$ cat src/hw/oscd_defines.svh
// Constants of the oscillation stop detector and CPU clock control.
// Assumes a 100 MHz system clock that also stands for the on-chip oscillator.
`ifndef OSCD_DEFINES_SVH
`define OSCD_DEFINES_SVH

// ---------------------------------------------------------------
// Register byte addresses
// ---------------------------------------------------------------
`define OSCD_ADDR_CPU_MODE    8'h00
`define OSCD_ADDR_MISC_CTRL   8'h04
`define OSCD_ADDR_ONCHIP_DIV  8'h08

// ---------------------------------------------------------------
// Field positions
// ---------------------------------------------------------------
`define OSCD_CPU_MODE_REGISTER_PROC_LO     0
`define OSCD_CPU_MODE_REGISTER_INT_STOP    3
`define OSCD_CPU_MODE_REGISTER_MAIN_STOP   4
`define OSCD_CPU_MODE_REGISTER_OSC_MODE    5
`define OSCD_CPU_MODE_REGISTER_DIV_LO      6
`define OSCD_MISC_DET_EN      0
`define OSCD_MISC_RST_EN      1
`define OSCD_MISC_FLAG        2

// ---------------------------------------------------------------
// Reset values and encodings
// ---------------------------------------------------------------
`define OSCD_CPU_MODE_REGISTER_RESET       8'h80
`define OSCD_DIV_ONCHIP_SEL   2'h2
`define OSCD_ODIV_RESET       2'h2

// ---------------------------------------------------------------
// Timing
// ---------------------------------------------------------------
`define OSCD_SYS_CLK_MHZ      100
`define OSCD_STOP_TIME_NS     10000
`define OSCD_STOP_CYCLES      ((`OSCD_STOP_TIME_NS * `OSCD_SYS_CLK_MHZ) / 1000)
`define OSCD_INT_RST_CYCLES   16

`endif

$ cat src/hw/oscd_pkg.sv
// Types of the oscillation stop detector and CPU clock control.
// Assumes oscd_defines.svh is on the include path.
package oscd_pkg;

  // ---------------------------------------------------------------
  // Register layouts
  // ---------------------------------------------------------------
  typedef struct packed {
    logic [1:0] div_sel;
    logic       osc_mode;
    logic       main_stop;
    logic       int_stop;
    logic       rsvd;
    logic [1:0] proc_mode;
  } oscd_cpu_mode_register_type;

  typedef struct packed {
    logic flag;
    logic rst_en;
    logic det_en;
  } oscd_misc_type;

  // ---------------------------------------------------------------
  // Internal reset sequencer
  // ---------------------------------------------------------------
  typedef enum logic [1:0] {
    OSCD_RUN  = 2'b01,
    OSCD_IRST = 2'b10
  } oscd_rst_state_type;

endpackage

$ cat src/hw/oscd_stop_detector.sv
// Main oscillator watchdog: synchronises the main oscillator pin and
// reports its rising edges and a loss of oscillation.
// Assumes the main oscillator runs below a quarter of the system clock.
`timescale 1ns/1ps
`default_nettype none
`include "oscd_defines.svh"

module oscd_stop_detector
  import oscd_pkg::*;
(
  input  wire logic sys_clk_i,
  input  wire logic resetn_i,
  input  wire logic main_osc_i,
  input  wire logic enable_i,
  output logic      main_tick_o,
  output logic      stop_o
);

  localparam int unsigned STOP_CYCLES = `OSCD_STOP_CYCLES;

  logic        sync1_ff;
  logic        sync2_ff;
  logic        last_ff;
  logic [15:0] idle_cnt_ff;
  logic        stop_ff;

  // ---------------------------------------------------------------
  // Pin synchroniser and edge detect
  // ---------------------------------------------------------------
  always_ff @(posedge sys_clk_i)
  begin
    sync1_ff <= main_osc_i;
    sync2_ff <= sync1_ff;
    last_ff  <= sync2_ff;
  end

  assign main_tick_o = sync2_ff & ~last_ff;
  assign stop_o      = stop_ff;

  // ---------------------------------------------------------------
  // Idle counter
  // ---------------------------------------------------------------
  // Counts system clock cycles without a main edge; restarts after a hit
  // so a dead oscillator is reported again once per timeout.
  always_ff @(posedge sys_clk_i)
  begin
    if (!resetn_i || !enable_i || main_tick_o) // see RL2
    begin
      idle_cnt_ff <= 16'h0000;
      stop_ff     <= 1'b0;
    end
    else if (idle_cnt_ff == 16'(STOP_CYCLES - 1)) // see RL18
    begin
      idle_cnt_ff <= 16'h0000;
      stop_ff     <= 1'b1;
    end
    else
    begin
      idle_cnt_ff <= idle_cnt_ff + 16'h0001;
      stop_ff     <= 1'b0;
    end
  end

endmodule
`default_nettype wire

$ cat src/hw/oscd_clock_control.sv
// Oscillation stop detection with internal reset, CPU clock source and
// division control, reached over APB.
// Assumes SYS_CLK_I stands for the on-chip oscillator; RESETN_I is the
// external reset, already synchronous to SYS_CLK_I.
//
// Added by the designer: the placing of the registers and the APB slave port.
`timescale 1ns/1ps
`default_nettype none
`include "oscd_defines.svh"

// Operation
// RL1: Software keeps the on-chip oscillator running while stop detection is used.
// RL2: With detection enabled, the main oscillator is watched against the on-chip clock.
// RL3: A detected main oscillator stop sets the status flag.
// RL4: Stop raises internal reset only when stop-reset enable is set.
// RL5: The status flag survives the internal reset caused by a stop.
// RL6: External reset clears the status flag.
// RL7: Writing 0 to detection enable clears the status flag.
// RL8: Detection enable is kept through the stop-caused internal reset.
// RL9: Software avoids the halt oscillator instruction while detection is on.
// RL10: Software never runs main clock with detection on but stop reset off.
// RL11: Main clock divides by 2, 8, or 1; 1 only with ceramic.
// RL12: On-chip clock divides by 1, 2, 8 or 128.
// RL13: On-chip divide by 8 after reset and after returning from main clock.
// RL14: Software switches to main clock only after it has stabilised.
// RL15: Oscillation mode and processor mode bits take one write after reset.
// RL16: Software never stops the oscillator selected as operating clock.
// RL17: Any write to the cpu mode register locks the write-once bits.
// RL18: Stop declared when no main edge arrives within a fixed cycle count.
module oscd_clock_control
  import oscd_pkg::*;
(
  input  wire logic        SYS_CLK_I,
  input  wire logic        RESETN_I,
  input  wire logic        PSEL_I,
  input  wire logic        PENABLE_I,
  input  wire logic        PWRITE_I,
  input  wire logic [7:0]  PADDR_I,
  input  wire logic [31:0] PWDATA_I,
  output logic      [31:0] PRDATA_O,
  output logic             PREADY_O,
  output logic             PSLVERR_O,
  input  wire logic        MAIN_OSC_I,
  output logic             CPU_CLK_EN_O,
  output logic             INT_RESET_O,
  output logic      [1:0]  PROC_MODE_O
);

  // ---------------------------------------------------------------
  // Declarations
  // ---------------------------------------------------------------
  oscd_cpu_mode_register_type      cpu_mode_register_ff;
  oscd_misc_type      misc_ff;
  oscd_rst_state_type rst_state_ff;
  logic [1:0]         odiv_ff;
  logic               lock_ff;
  logic               src_main_ff;
  logic [4:0]         irst_cnt_ff;
  logic [6:0]         div_cnt_ff;
  logic               cpu_en_ff;
  logic               ready_ff;
  logic               slverr_ff;
  logic [31:0]        rdata_ff;
  logic               main_tick;
  logic               stop_raw;
  logic               stop_evt;
  logic               int_rst;
  logic               regs_rst;
  logic               src_main;
  logic               wr_acc;
  logic               wr_cpu_mode_register;
  logic               wr_misc;
  logic               wr_odiv;
  logic               tick;
  logic [6:0]         limit;
  logic [31:0]        nxt_rdata;

  // ---------------------------------------------------------------
  // Helpers
  // ---------------------------------------------------------------
  function automatic logic addr_hit(input logic [7:0] a);
    addr_hit = (a == `OSCD_ADDR_CPU_MODE) || (a == `OSCD_ADDR_MISC_CTRL) ||
               (a == `OSCD_ADDR_ONCHIP_DIV);
  endfunction

  // Terminal count of the CPU divider for the selected source and ratio
  function automatic logic [6:0] div_limit(input logic       on_main,
                                           input logic [1:0] dsel,
                                           input logic       rc_mode,
                                           input logic [1:0] osel);
    logic [6:0] r;
    r = 7'h00;
    if (on_main)
    begin
      // Double speed is refused under RC and falls back to high speed
      unique case (dsel)
        2'h0:    r = 7'h01;
        2'h1:    r = 7'h07;
        default: r = rc_mode ? 7'h01 : 7'h00; // see RL11
      endcase
    end
    else
    begin
      unique case (osel) // see RL12
        2'h0: r = 7'h00;
        2'h1: r = 7'h01;
        2'h2: r = 7'h07;
        2'h3: r = 7'h7f;
      endcase
    end
    div_limit = r;
  endfunction

  // ---------------------------------------------------------------
  // Stop detector
  // ---------------------------------------------------------------
  // The watch needs the on-chip clock, so it idles while that is stopped
  oscd_stop_detector u_det (
    .sys_clk_i  (SYS_CLK_I),
    .resetn_i   (RESETN_I),
    .main_osc_i (MAIN_OSC_I),
    .enable_i   (misc_ff.det_en & ~cpu_mode_register_ff.int_stop), // see RL1
    .main_tick_o(main_tick),
    .stop_o     (stop_raw)
  );

  assign stop_evt = stop_raw & misc_ff.det_en; // see RL2
  assign int_rst  = (rst_state_ff == OSCD_IRST);
  assign regs_rst = ~RESETN_I | int_rst;
  assign src_main = (cpu_mode_register_ff.div_sel != `OSCD_DIV_ONCHIP_SEL);

  // ---------------------------------------------------------------
  // Internal reset sequencer
  // ---------------------------------------------------------------
  always_ff @(posedge SYS_CLK_I)
  begin
    if (!RESETN_I)
    begin
      rst_state_ff <= OSCD_RUN;
      irst_cnt_ff  <= 5'h00;
    end
    else
    begin
      unique case (rst_state_ff)
        OSCD_RUN:
        begin
          if (stop_evt && misc_ff.rst_en) // see RL4
          begin
            rst_state_ff <= OSCD_IRST;
            irst_cnt_ff  <= 5'(`OSCD_INT_RST_CYCLES - 1);
          end
        end
        OSCD_IRST:
        begin
          if (irst_cnt_ff == 5'h00)
          begin
            rst_state_ff <= OSCD_RUN;
          end
          else
          begin
            irst_cnt_ff <= irst_cnt_ff - 5'h01;
          end
        end
        default:
        begin
          rst_state_ff <= OSCD_RUN;
        end
      endcase
    end
  end

  // ---------------------------------------------------------------
  // APB slave
  // ---------------------------------------------------------------
  // One wait state so that every answer leaves a flip-flop
  assign wr_acc  = PSEL_I & PENABLE_I & PWRITE_I & ready_ff & ~slverr_ff & ~int_rst;
  assign wr_cpu_mode_register = wr_acc & (PADDR_I == `OSCD_ADDR_CPU_MODE);
  assign wr_misc = wr_acc & (PADDR_I == `OSCD_ADDR_MISC_CTRL);
  assign wr_odiv = wr_acc & (PADDR_I == `OSCD_ADDR_ONCHIP_DIV);

  always_comb
  begin
    nxt_rdata = 32'h0000_0000;
    if (PADDR_I == `OSCD_ADDR_CPU_MODE)
    begin
      nxt_rdata[7:0] = cpu_mode_register_ff;
    end
    else if (PADDR_I == `OSCD_ADDR_MISC_CTRL)
    begin
      nxt_rdata[2:0] = misc_ff;
    end
    else if (PADDR_I == `OSCD_ADDR_ONCHIP_DIV)
    begin
      nxt_rdata[1:0] = odiv_ff;
    end
  end

  always_ff @(posedge SYS_CLK_I)
  begin
    if (!RESETN_I)
    begin
      ready_ff  <= 1'b0;
      slverr_ff <= 1'b0;
      rdata_ff  <= 32'h0000_0000;
    end
    else
    begin
      ready_ff  <= PSEL_I & PENABLE_I & ~ready_ff;
      slverr_ff <= PSEL_I & PENABLE_I & ~ready_ff & ~addr_hit(PADDR_I);
      if (PSEL_I && PENABLE_I && !ready_ff && !PWRITE_I)
      begin
        rdata_ff <= nxt_rdata;
      end
    end
  end

  // ---------------------------------------------------------------
  // CPU mode register
  // ---------------------------------------------------------------
  always_ff @(posedge SYS_CLK_I)
  begin
    if (regs_rst)
    begin
      cpu_mode_register_ff <= `OSCD_CPU_MODE_REGISTER_RESET;
      lock_ff <= 1'b0;
    end
    else if (wr_cpu_mode_register)
    begin
      cpu_mode_register_ff.div_sel   <= PWDATA_I[`OSCD_CPU_MODE_REGISTER_DIV_LO +: 2];
      cpu_mode_register_ff.main_stop <= PWDATA_I[`OSCD_CPU_MODE_REGISTER_MAIN_STOP];
      cpu_mode_register_ff.int_stop  <= PWDATA_I[`OSCD_CPU_MODE_REGISTER_INT_STOP];
      lock_ff           <= 1'b1; // see RL17
      if (!lock_ff) // see RL15
      begin
        cpu_mode_register_ff.osc_mode  <= PWDATA_I[`OSCD_CPU_MODE_REGISTER_OSC_MODE];
        cpu_mode_register_ff.proc_mode <= PWDATA_I[`OSCD_CPU_MODE_REGISTER_PROC_LO +: 2];
      end
    end
  end

  // ---------------------------------------------------------------
  // Misc control register
  // ---------------------------------------------------------------
  // Only the external reset touches it, so the cause stays readable
  always_ff @(posedge SYS_CLK_I)
  begin
    if (!RESETN_I) // see RL6
    begin
      misc_ff <= 3'h0;
    end
    else
    begin
      if (wr_misc) // see RL8
      begin
        misc_ff.det_en <= PWDATA_I[`OSCD_MISC_DET_EN];
        misc_ff.rst_en <= PWDATA_I[`OSCD_MISC_RST_EN];
      end
      if (stop_evt) // see RL3
      begin
        misc_ff.flag <= 1'b1; // see RL5
      end
      else if (wr_misc && !PWDATA_I[`OSCD_MISC_DET_EN])
      begin
        misc_ff.flag <= 1'b0; // see RL7
      end
    end
  end

  // ---------------------------------------------------------------
  // On-chip division and source tracking
  // ---------------------------------------------------------------
  always_ff @(posedge SYS_CLK_I)
  begin
    if (regs_rst)
    begin
      odiv_ff     <= `OSCD_ODIV_RESET; // see RL13
      src_main_ff <= 1'b0;
    end
    else
    begin
      src_main_ff <= src_main;
      if (src_main_ff && !src_main)
      begin
        odiv_ff <= `OSCD_ODIV_RESET; // see RL13
      end
      else if (wr_odiv)
      begin
        odiv_ff <= PWDATA_I[1:0];
      end
    end
  end

  // ---------------------------------------------------------------
  // CPU clock divider
  // ---------------------------------------------------------------
  // A stopped source gives no ticks, so the CPU clock halts with it
  assign tick  = src_main ? (main_tick & ~cpu_mode_register_ff.main_stop) : ~cpu_mode_register_ff.int_stop;
  assign limit = div_limit(src_main, cpu_mode_register_ff.div_sel, cpu_mode_register_ff.osc_mode, odiv_ff);

  always_ff @(posedge SYS_CLK_I)
  begin
    if (regs_rst)
    begin
      div_cnt_ff <= 7'h00;
      cpu_en_ff  <= 1'b0;
    end
    else if (tick && div_cnt_ff >= limit)
    begin
      div_cnt_ff <= 7'h00;
      cpu_en_ff  <= 1'b1;
    end
    else
    begin
      div_cnt_ff <= tick ? div_cnt_ff + 7'h01 : div_cnt_ff;
      cpu_en_ff  <= 1'b0;
    end
  end

  // ---------------------------------------------------------------
  // Outputs
  // ---------------------------------------------------------------
  assign PRDATA_O     = rdata_ff;
  assign PREADY_O     = ready_ff;
  assign PSLVERR_O    = slverr_ff;
  assign CPU_CLK_EN_O = cpu_en_ff;
  assign INT_RESET_O  = int_rst;
  assign PROC_MODE_O  = cpu_mode_register_ff.proc_mode;
endmodule
`default_nettype wire

$ cat config.mk
export PLATFORM = sky130hd
export DESIGN_NAME = oscd_clock_control
export DESIGN_NICKNAME = d
export VERILOG_FILES = /design/src/hw/oscd_pkg.sv /design/src/hw/oscd_stop_detector.sv /design/src/hw/oscd_clock_control.sv
export VERILOG_INCLUDE_DIRS = /design/src /design/src/hw
export SDC_FILE = /design/constraint.sdc
export NUM_CORES = 1
export LEC_CHECK = 0
export BUFFER_PORTS_ARGS = -buffer_cell sky130_fd_sc_hd__buf_4
export CORE_MARGIN = 5
export CORE_UTILIZATION = 52
export CTS_CLUSTER_SIZE = 12
export DETAILED_ROUTE_END_ITERATION = 10
export GPL_TIMING_DRIVEN = 0
export PLACE_DENSITY = 0.88
export SKIP_CTS_REPAIR_TIMING = 1
export SKIP_LAST_GASP = 1
export SYNTH_ARGS = -nofsm -noshare
export SYNTH_HDL_FRONTEND = slang
export SYNTH_SLANG_ARGS = --single-unit
$ cat constraint.sdc
create_clock -name SYS_CLK_I -period 2.6 [get_ports SYS_CLK_I]
set_input_delay 0.13 -clock SYS_CLK_I [delete_from_list [all_inputs] [get_ports SYS_CLK_I]]
set_output_delay 0.13 -clock SYS_CLK_I [all_outputs]
set_load 0.03 [all_outputs]
=== Yosys cells after proc, flatten, opt, wreduce, memory -nomap -nowiden ===
Cells that the tools add are included.
Widths: inputs -> output; s select.

* Add/subtract/negate cells: 3
* Magnitude comparators: 1
* Eq/ne operators: 13
* Mux-type cells: 20
* Bitwise gates (word level): 24
* Reduce and logical (&&, ||, !) cells: 29

{| class="wikitable"
|+ Operators by type and width
! cell !! number
|-
| $pmux 7 s4 || 1
|-
| $add 16x1->16 const B || 1
|-
| $eq 16x10->1 const B || 1
|-
| $mux 5 || 3
|-
| $and 1x1->1 || 14
|-
| $pmux 5 s2 || 1
|-
| $not 1->1 || 9
|-
| $eq 8x3->1 const B || 1
|-
| $eq 8x4->1 const B || 1
|-
| $logic_not 8->1 || 1
|-
| $mux 2 || 4
|-
| $add 7x1->7 const B || 1
|-
| $ge 7x7->1 || 1
|-
| $logic_and 1x1->1 || 7
|-
| $mux 1 || 7
|-
| $mux 7 || 1
|-
| $eq 2x1->1 const B || 3
|-
| $eq 2x2->1 const B || 3
|-
| $logic_not 1->1 || 6
|-
| $ne 2x2->1 const B || 3
|-
| $pmux 3 s2 || 1
|-
| $reduce_or 2->1 || 3
|-
| $logic_not 5->1 || 1
|-
| $sub 5x1->5 const B || 1
|-
| 9 further kinds || 15
|}

* Register bits after elaboration: 59
* Input bits: 46
* Output and inout bits: 38
* Word-level logic and storage cells: 113

=== Logic depth before layout (Yosys ltp) ===
Gate-level depths: netlist of run 1.

* Depth after elaboration: 9
* Mapped depth: 9
* Gate-level depth less buffers: 8

=== Modules after synthesis ===
A second synthesis of run 1 with hierarchy kept.

* Cells, all modules: 334
* Area total of the unflattened synthesis: 2917.8 um2

{| class="wikitable"
|+ By module, submodules not included
! module !! times used !! cells each !! area each (um2) !! sequential area each (um2)
|-
| oscd_clock_control || 1 || 244 || 2078.2 || 780.7
|-
| oscd_stop_detector || 1 || 90 || 839.6 || 400.4
|}

=== Least setup slack after synthesis of run 1 ===
No wires, ideal clock.

* Path type: register -> register
* Start point: reg cpu_mode_register_ff[6] (netlist bit)
* End point: reg div_cnt_ff[5]
* Library setup time: 74 ps
* Data arrival time: 2010 ps
* Data required time: 2526 ps
* Slack: 516 ps
* Cell stages (with the launch flop): 10
* Path buffers: 1
* Clock period less this slack: 2084 ps
* Cells stage by stage: dfxtp_1 -> nor2b_1 -> o21ai_0 -> ha_1 -> nand2b_1 -> a32o_1 -> a21oi_1 -> clkbuf_1 -> nand3_1 -> a31oi_1

* Cells in the longest elaborated chain, start to end: 6
* Elaborated cells on any way between the ends: 9
* Those cells by class: order compare (1); eq/ne (2); mux (3); reduce/logical (3)

{| class="wikitable"
|+ RTL lines
! element !! line !! RTL
|-
| start, declared || oscd_clock_control.sv:52 || <nowiki>oscd_cpu_mode_register_type cpu_mode_register_ff;</nowiki>
|-
| start signal, assigned || oscd_clock_control.sv:224 || <nowiki>cpu_mode_register_ff <= `OSCD_CPU_MODE_REGISTER_RESET;</nowiki>
|-
| $eq 2x1->1 / $logic_not 2->1 (equally long branches) || oscd_clock_control.sv:96 || <nowiki>unique case (dsel)</nowiki>
|-
| $pmux 3 s2 || oscd_clock_control.sv:96 ||
|-
| $mux 7 || oscd_clock_control.sv:93 || <nowiki>if (on_main)</nowiki>
|-
| $ge 7x7->1 || oscd_clock_control.sv:307 || <nowiki>else if (tick && div_cnt_ff >= limit)</nowiki>
|-
| $logic_and 1x1->1 || oscd_clock_control.sv:307 ||
|-
| $reduce_or 2->1 (no source line) || - ||
|-
| end signal, assigned || oscd_clock_control.sv:314 || <nowiki>div_cnt_ff <= tick ? div_cnt_ff + 7'h01 : div_cnt_ff;</nowiki>
|-
| end, declared || oscd_clock_control.sv:59 || <nowiki>logic [6:0] div_cnt_ff;</nowiki>
|}

Several ways; a longest one is shown, not always the timed one.
A chain may end at the register's enable or synchronous reset.

=== Worst setup path after layout of run 1 ===
* Start point: reg cpu_mode_register_ff[6] (netlist bit)
* End point: reg div_cnt_ff[3]

Same word-level chain as after synthesis.

==> results of run 1 <==
[final timing paths]
kind | start | end | slack (ps) | depth (start not counted)
max reg2reg | cpu_mode_register_ff[6] | div_cnt_ff[3] | 250 | 9
min reg2reg | u_det.sync1_ff | u_det.sync2_ff | 330 | 0
min | PWDATA_I[7] | cpu_mode_register_ff[7] | 10 | 3
max | cpu_mode_register_ff[6] | div_cnt_ff[3] | 250 | 9
[power by group through the flow]
stage / Combinational [mW] / Clock (mW) / Sequential [mW]
finish: 0.163 / 0.905 / 0.919
global route: 0.178 / 0.973 / 0.920
CTS: 0.160 / 0.923 / 0.919
detailed placement: 0.159 / 0 / 0.940
global placement: 0.157 / 0 / 0.938
floorplan: 0.117 / 0 / 0.940
[layout by cell type (no fill, tap or decap), drive strengths merged, types with 2 or more instances in the layout]
| cell | count |
|---|---|
| clkinvlp | 2 |
| or3 | 2 |
| mux2i | 13 |
| buf | 59 |
| a22oi | 5 |
| nor2 | 35 |
| a31oi | 7 |
| a21oi | 11 |
| nor4b | 2 |
| a21boi | 4 |
| xor2 | 9 |
| o21ai | 7 |
| ha | 9 |
| bufinv | 2 |
| nor3b | 3 |
| nor2b | 12 |
| nor3 | 10 |
| nand4 | 4 |
| nand2b | 5 |
| xnor2 | 6 |
| and3 | 6 |
| nand3 | 19 |
| nor4 | 5 |
| nand2 | 31 |
| dfxtp | 59 |
| nand4b | 3 |
| conb | 24 |
| or2 | 3 |
| clkbuf | 20 |
| and2 | 3 |
| o21a | 2 |
| inv | 8 |
| a211oi | 2 |
[synthesized netlist by cell type (4+ instances only)]
| library cell | count |
|---|---|
| nand2_1 | 29 |
| nor2_1 | 35 |
| o21ai_0 | 7 |
| a22oi_1 | 5 |
| buf_4 | 26 |
| nor2b_1 | 12 |
| nor3_1 | 10 |
| a31oi_1 | 7 |
| nand3_1 | 19 |
| a21oi_1 | 11 |
| a21boi_0 | 4 |
| mux2i_1 | 13 |
| clkbuf_1 | 7 |
| nand2b_1 | 4 |
| xor2_1 | 9 |
| dfxtp_1 | 59 |
| xnor2_1 | 6 |
| nand4_1 | 4 |
| inv_1 | 7 |
| and3_1 | 6 |
| ha_1 | 9 |
[cell type report]
type                            count  area (um^2)  area share
Multi-Input combinational cell    250         1539      0.4314
Sequential cell                    59         1181      0.3311
Timing Repair Buffer               34        257.7     0.07226
Buffer                             35        250.2     0.07015
Clock buffer                       11        141.4     0.03964
Tap cell                           72        90.09     0.02525
Clock inverter                      4        75.07     0.02105
Inverter                            8        32.53    0.009120
[state kept, by name, indices dropped and copies added (netlist names)]
name,count
CPU_CLK_EN_O,1
PRDATA_O,8
PREADY_O,1
PROC_MODE_O,2
PSLVERR_O,1
cpu_mode_register_ff,5
div_cnt_ff,7
irst_cnt_ff,5
lock_ff,1
misc_ff,3
odiv_ff,2
rst_state_ff,2
src_main_ff,1
u_det.idle_cnt_ff,16
u_det.last_ff,1
u_det.stop_o,1
u_det.sync1_ff,1
u_det.sync2_ff,1
[cells by family after synthesis]
kind of cell	share of synthesized area
xor gates and xnor gates	0.04510
AOI/OAI and AO/OA	0.09278
buffers and inverters	0.09666
DFF	0.4055
other	0.001287
and+or+nand+nor	0.2753
muxes	0.04467
adders and majority gates	0.03866
[routing by layer]
layer | routed length (um) | GRT usage | vias up
li1 | - | - | 1225
met1 | 2513 | 0.1915 | 1104
met2 | 3081 | 0.3096 | 79
met3 | 428 | 0.07379 | 6
met4 | 59 | 0.05899 | 0
met5 | 0 | 0 | -
[through the flow]
step	cell area, um^2	util	hold WS (ps)	power [mW]
6_report	3567	0.6518	14.90	1.987
5_1_grt	3567	0.6518	17.59	2.072
4_1_cts	3553	0.6493	-118.2	2.002
3_5_place_dp	3337	0.6097	236.5	1.099
3_3_place_gp	3337	0.6097	235.8	1.095
2_1_floorplan	2999	-	157.7	1.057
[critical path: stages, from the launching register on]
cell and delay (ps):
dfxtp_1 480, nor2b_1 180, o21ai_0 110, ha_1 310, nand2b_1 150, a32o_1 290, a21oi_1 210, clkbuf_2 250
nand4b_1 120, a21oi_1 170
==> results.yml, run 1 <==
hold_path:
  hp-class: "primary input to register"
sta:
  min_period_ps: 2346
  rsz0062_at_grt: "no"
  setup_tns_ps: 0
  worst_slew_pin_slew_ps: 519.8
  fin_crit_sh: 0.9024
  fmax_mhz: 426.2
  setup_slack_ps: 253.7
  setup_viol_count_final: 0
  slew_viol_final: 0
  fin_skew_ps: 9.933
  slew_headroom: 0.6518
  hold_viol: 0
power_and_ir_drop:
  p_sw_mw: 0.4469
  power_density_nw_per_um2: 557.1
  power.leakage_nw: 1.461
  p_sw_frac: 0.2249
  comb_power_share: 0.082
  intPower_mw: 1.541
  vdd.ir_drop.worst_mv: 0.3666
  seqPwrFrac: 0.463
  pwr-share-clk: 0.455
floorplan:
  die_h_um: 84.85
  dieArea_um2: 7199
  core_area_um2: 5473
  io-pin-count: 84
  die_x_um: 84.85
  num_rows: 27
  initial_core_util: 0.5322
cells_and_area:
  diodes: 0
  n_fill_cell: 443
  drive_gt1_frac: 0.2244
  num-nets-final: 452
  instances_no_fill: 473
  synthToLayoutAreaGrowth_pct: 22.47
yosys:
  synth.distinct_cells: 48
  synth_cells: 329
  synthArstFlopShare: 0
  synth_top_area_cell: "dfxtp_1"
  seq_area_frac_synth: 0.4055
  yosys_warnings: 0
  ys_top_cells_by_area: "dfxtp_1 (41%), buf_4 (6.7%), nor2_1 (4.5%), mux2i_1 (4.5%), ha_1 (3.9%)"
  ys_seq_elements: 59
  synth_top_area_share: 0.4055
  syn-cell-area_um2: 2913
  avgSynthCellArea_um2: 8.853
  synth-edff-count: 0
  synth_top_flop_cell: "dfxtp_1"
placement:
  placedCellCount: 457
  routabilityCongestion: 0.9073
  pre_cts_ws_ps: 120.4
  portBuffers: 33
  dp_hpwl_um: 4624
routing:
  drt_iter0_drc: 97
  vias_per_cell: 5.104
  drtAntennaViolNets: 0
  routed_wl_um: 6082
  vias: 2414
  dr.pass1.iters: 4
  wire_per_inst_um: 12.86
  drcViolationCount: 0
flow_run:
  cap_violations: 0
outcome:
  outcome: "complete, no violations"
critical_path:
  critPathCaptureType: "register"
  cp_data_arrival_time_ps: 2600
  worstSetupStartpointType: "register"
  cp_data_required_time_ps: 2850
  cp_max_fo: 10
  path_class: "register to register"
clock_network:
  cts.sinks: 59
  cts_tree: "done"
  clk_latency_ps: 330
  clk_pin_slew_ps: 70
  htreeDepth: 3
  root_buffer: "clkbuf_8"
  cts_buffer_depth: 2
  numCtsBuffers: 9
grt:
  grt_pass1_wl_um: 10300
  grt_max_degree: 11
  antenna_found_initial: 0
  grt_overflow_total: 0
  grt_pass1_vias: 2314
  grt_use_total: 0.1763
Note: power is estimated with default switching activity, not from simulation.
==> inputs of run 2 (changes only) <==
--- a/config.mk
+++ b/config.mk
@@ -7,7 +7,7 @@
 export NUM_CORES = 1
 export LEC_CHECK = 0
 export BUFFER_PORTS_ARGS = -buffer_cell sky130_fd_sc_hd__buf_4
-export CORE_MARGIN = 5
+export CORE_MARGIN = 2
 export CORE_UTILIZATION = 52
 export CTS_CLUSTER_SIZE = 12
 export DETAILED_ROUTE_END_ITERATION = 10
==> run 2 against run 1 <==
First-iteration DRC count increased by 8.2%; sequential power barely moved; design area shrank 1.5%; clock-buffer cell count rose by 2; clock skew increased by 1.7 ps; core utilization down 1.0 points; largest cell class unchanged.
==> results.yml, run 2 (same netlist as run 1, synthesis figures left out) <==
placement:
  dp_hpwl_um: 4287
  portBuffers: 33
  placed_area_um2: 3337
  pre_cts_ws_ps: 159.9
  routabilityCongestion: 0.8187
grt:
  grt_pass1_wl_um: 9459
  grt_use_total: 0.1950
  grt_max_degree: 11
  grt_overflow_total: 0
  antenna_found_initial: 0
  grt_pass1_vias: 2185
routing:
  wire_per_inst_um: 12.08
  dr.pass1.iters: 4
  drtAntennaViolNets: 0
  vias_per_cell: 5.059
  drcViolationCount: 0
  routed_wl_um: 5715
  drt_iter0_drc: 105
  vias: 2393
cells_and_area:
  drive_gt1_frac: 0.2195
  largest_reg_flops: 16
  synthToLayoutAreaGrowth_pct: 20.58
  regMostFlops: "u_det.idle_cnt_ff"
  fin_area_um2: 3512
  layout_common_cells: "dfxtp_1 (59), buf_4 (59), nor2_1 (35)"
  num-nets-final: 452
  diodes: 0
sta:
  slew_headroom: 0.6312
  setup_viol_count_final: 0
  slew_viol_final: 0
  min_period_ps: 2356
  rsz0062_at_grt: "no"
  worst_slew_pin_slew_ps: 550.6
  fin_skew_ps: 11.63
  setup_tns_ps: 0
  fmax_mhz: 424.4
  fin_crit_sh: 0.9063
  hold_viol: 0
  setup_slack_ps: 243.7
critical_path:
  cp_data_arrival_time_ps: 2620
  cp_max_fo: 10
  worstSetupStartpointType: "register"
  path_class: "register to register"
  critPathCaptureType: "register"
  cp_data_required_time_ps: 2860
hold_path:
  hp-class: "primary input to register"
power_and_ir_drop:
  power.leakage_nw: 1.439
  power_density_nw_per_um2: 507.9
  vdd.ir_drop.worst_mv: 0.2905
outcome:
  outcome: "complete, no violations"
clock_network:
  root_buffer: "clkbuf_8"
  numCtsBuffers: 9
  clk_pin_slew_ps: 60
  clk_latency_ps: 340
  cts_buffer_depth: 2
  cts.sinks: 59
  htreeDepth: 3
  cts_tree: "done"
flow_run:
  cap_violations: 0
floorplan:
  die_h_um: 78.85
  dieArea_um2: 6217
  num_rows: 27
  initial_core_util: 0.5322
  die_x_um: 78.85
  io-pin-count: 84
  core_area_um2: 5473
-- run 2: per-stage QoR --
| step | total power, mW | util | hold WS (ps) | instances |
|---|---|---|---|---|
| finish | 1.784 | 0.6417 | 22.64 | 473 |
| global route | 1.862 | 0.6417 | 11.55 | 473 |
| CTS | 1.795 | 0.6392 | -118.1 | 472 |
| detailed placement | 1.097 | 0.6097 | 236.5 | 457 |
| global placement | 1.095 | 0.6097 | 236.1 | 457 |
| floorplan | 1.057 | - | 157.7 | 352 |
-- run 2: layout make-up --
type	instances	area, um^2
Clock buffer	13	148.9
Tap cell	72	90.09
Timing Repair Buffer	34	257.7
Fill cell	449	1961
Clock inverter	2	12.51
Inverter	8	32.53
Sequential cell	59	1181
Multi-Input combinational cell	250	1539
Buffer	35	250.2
-- run 2: final timing paths --
path | from | end | slack, ps | depth (start not counted)
setup reg to reg | cpu_mode_register_ff[7] | div_cnt_ff[6] | 240 | 9
setup / recovery | cpu_mode_register_ff[7] | div_cnt_ff[6] | 240 | 9
hold / removal | PWDATA_I[7] | cpu_mode_register_ff[7] | 20 | 3
hold reg to reg | u_det.sync1_ff | u_det.sync2_ff | 340 | 0
-- run 2: metal layers --
metal  GRT usage  part of all wire
met5           0                 0
met4     0.08103             0.016
met3     0.07386             0.069
met2      0.3350              0.49
met1      0.2166              0.42
-- run 2: worst max-delay path, cell delays in order (launching register included) --
cell      delay, ps
dfxtp_1         450
nor2b_2         230
nand3_1         180
ha_1            350
a21oi_1         170
o21ai_0         170
a21oi_1         220
clkbuf_2        250
nand3_1         110
a31oi_1         160
-- run 2: power breakdown --
group          internal (mW)  switching, mW
clock                  0.366          0.338
combinational         0.0679         0.0932
sequential             0.912        0.00682
total                   1.35          0.438
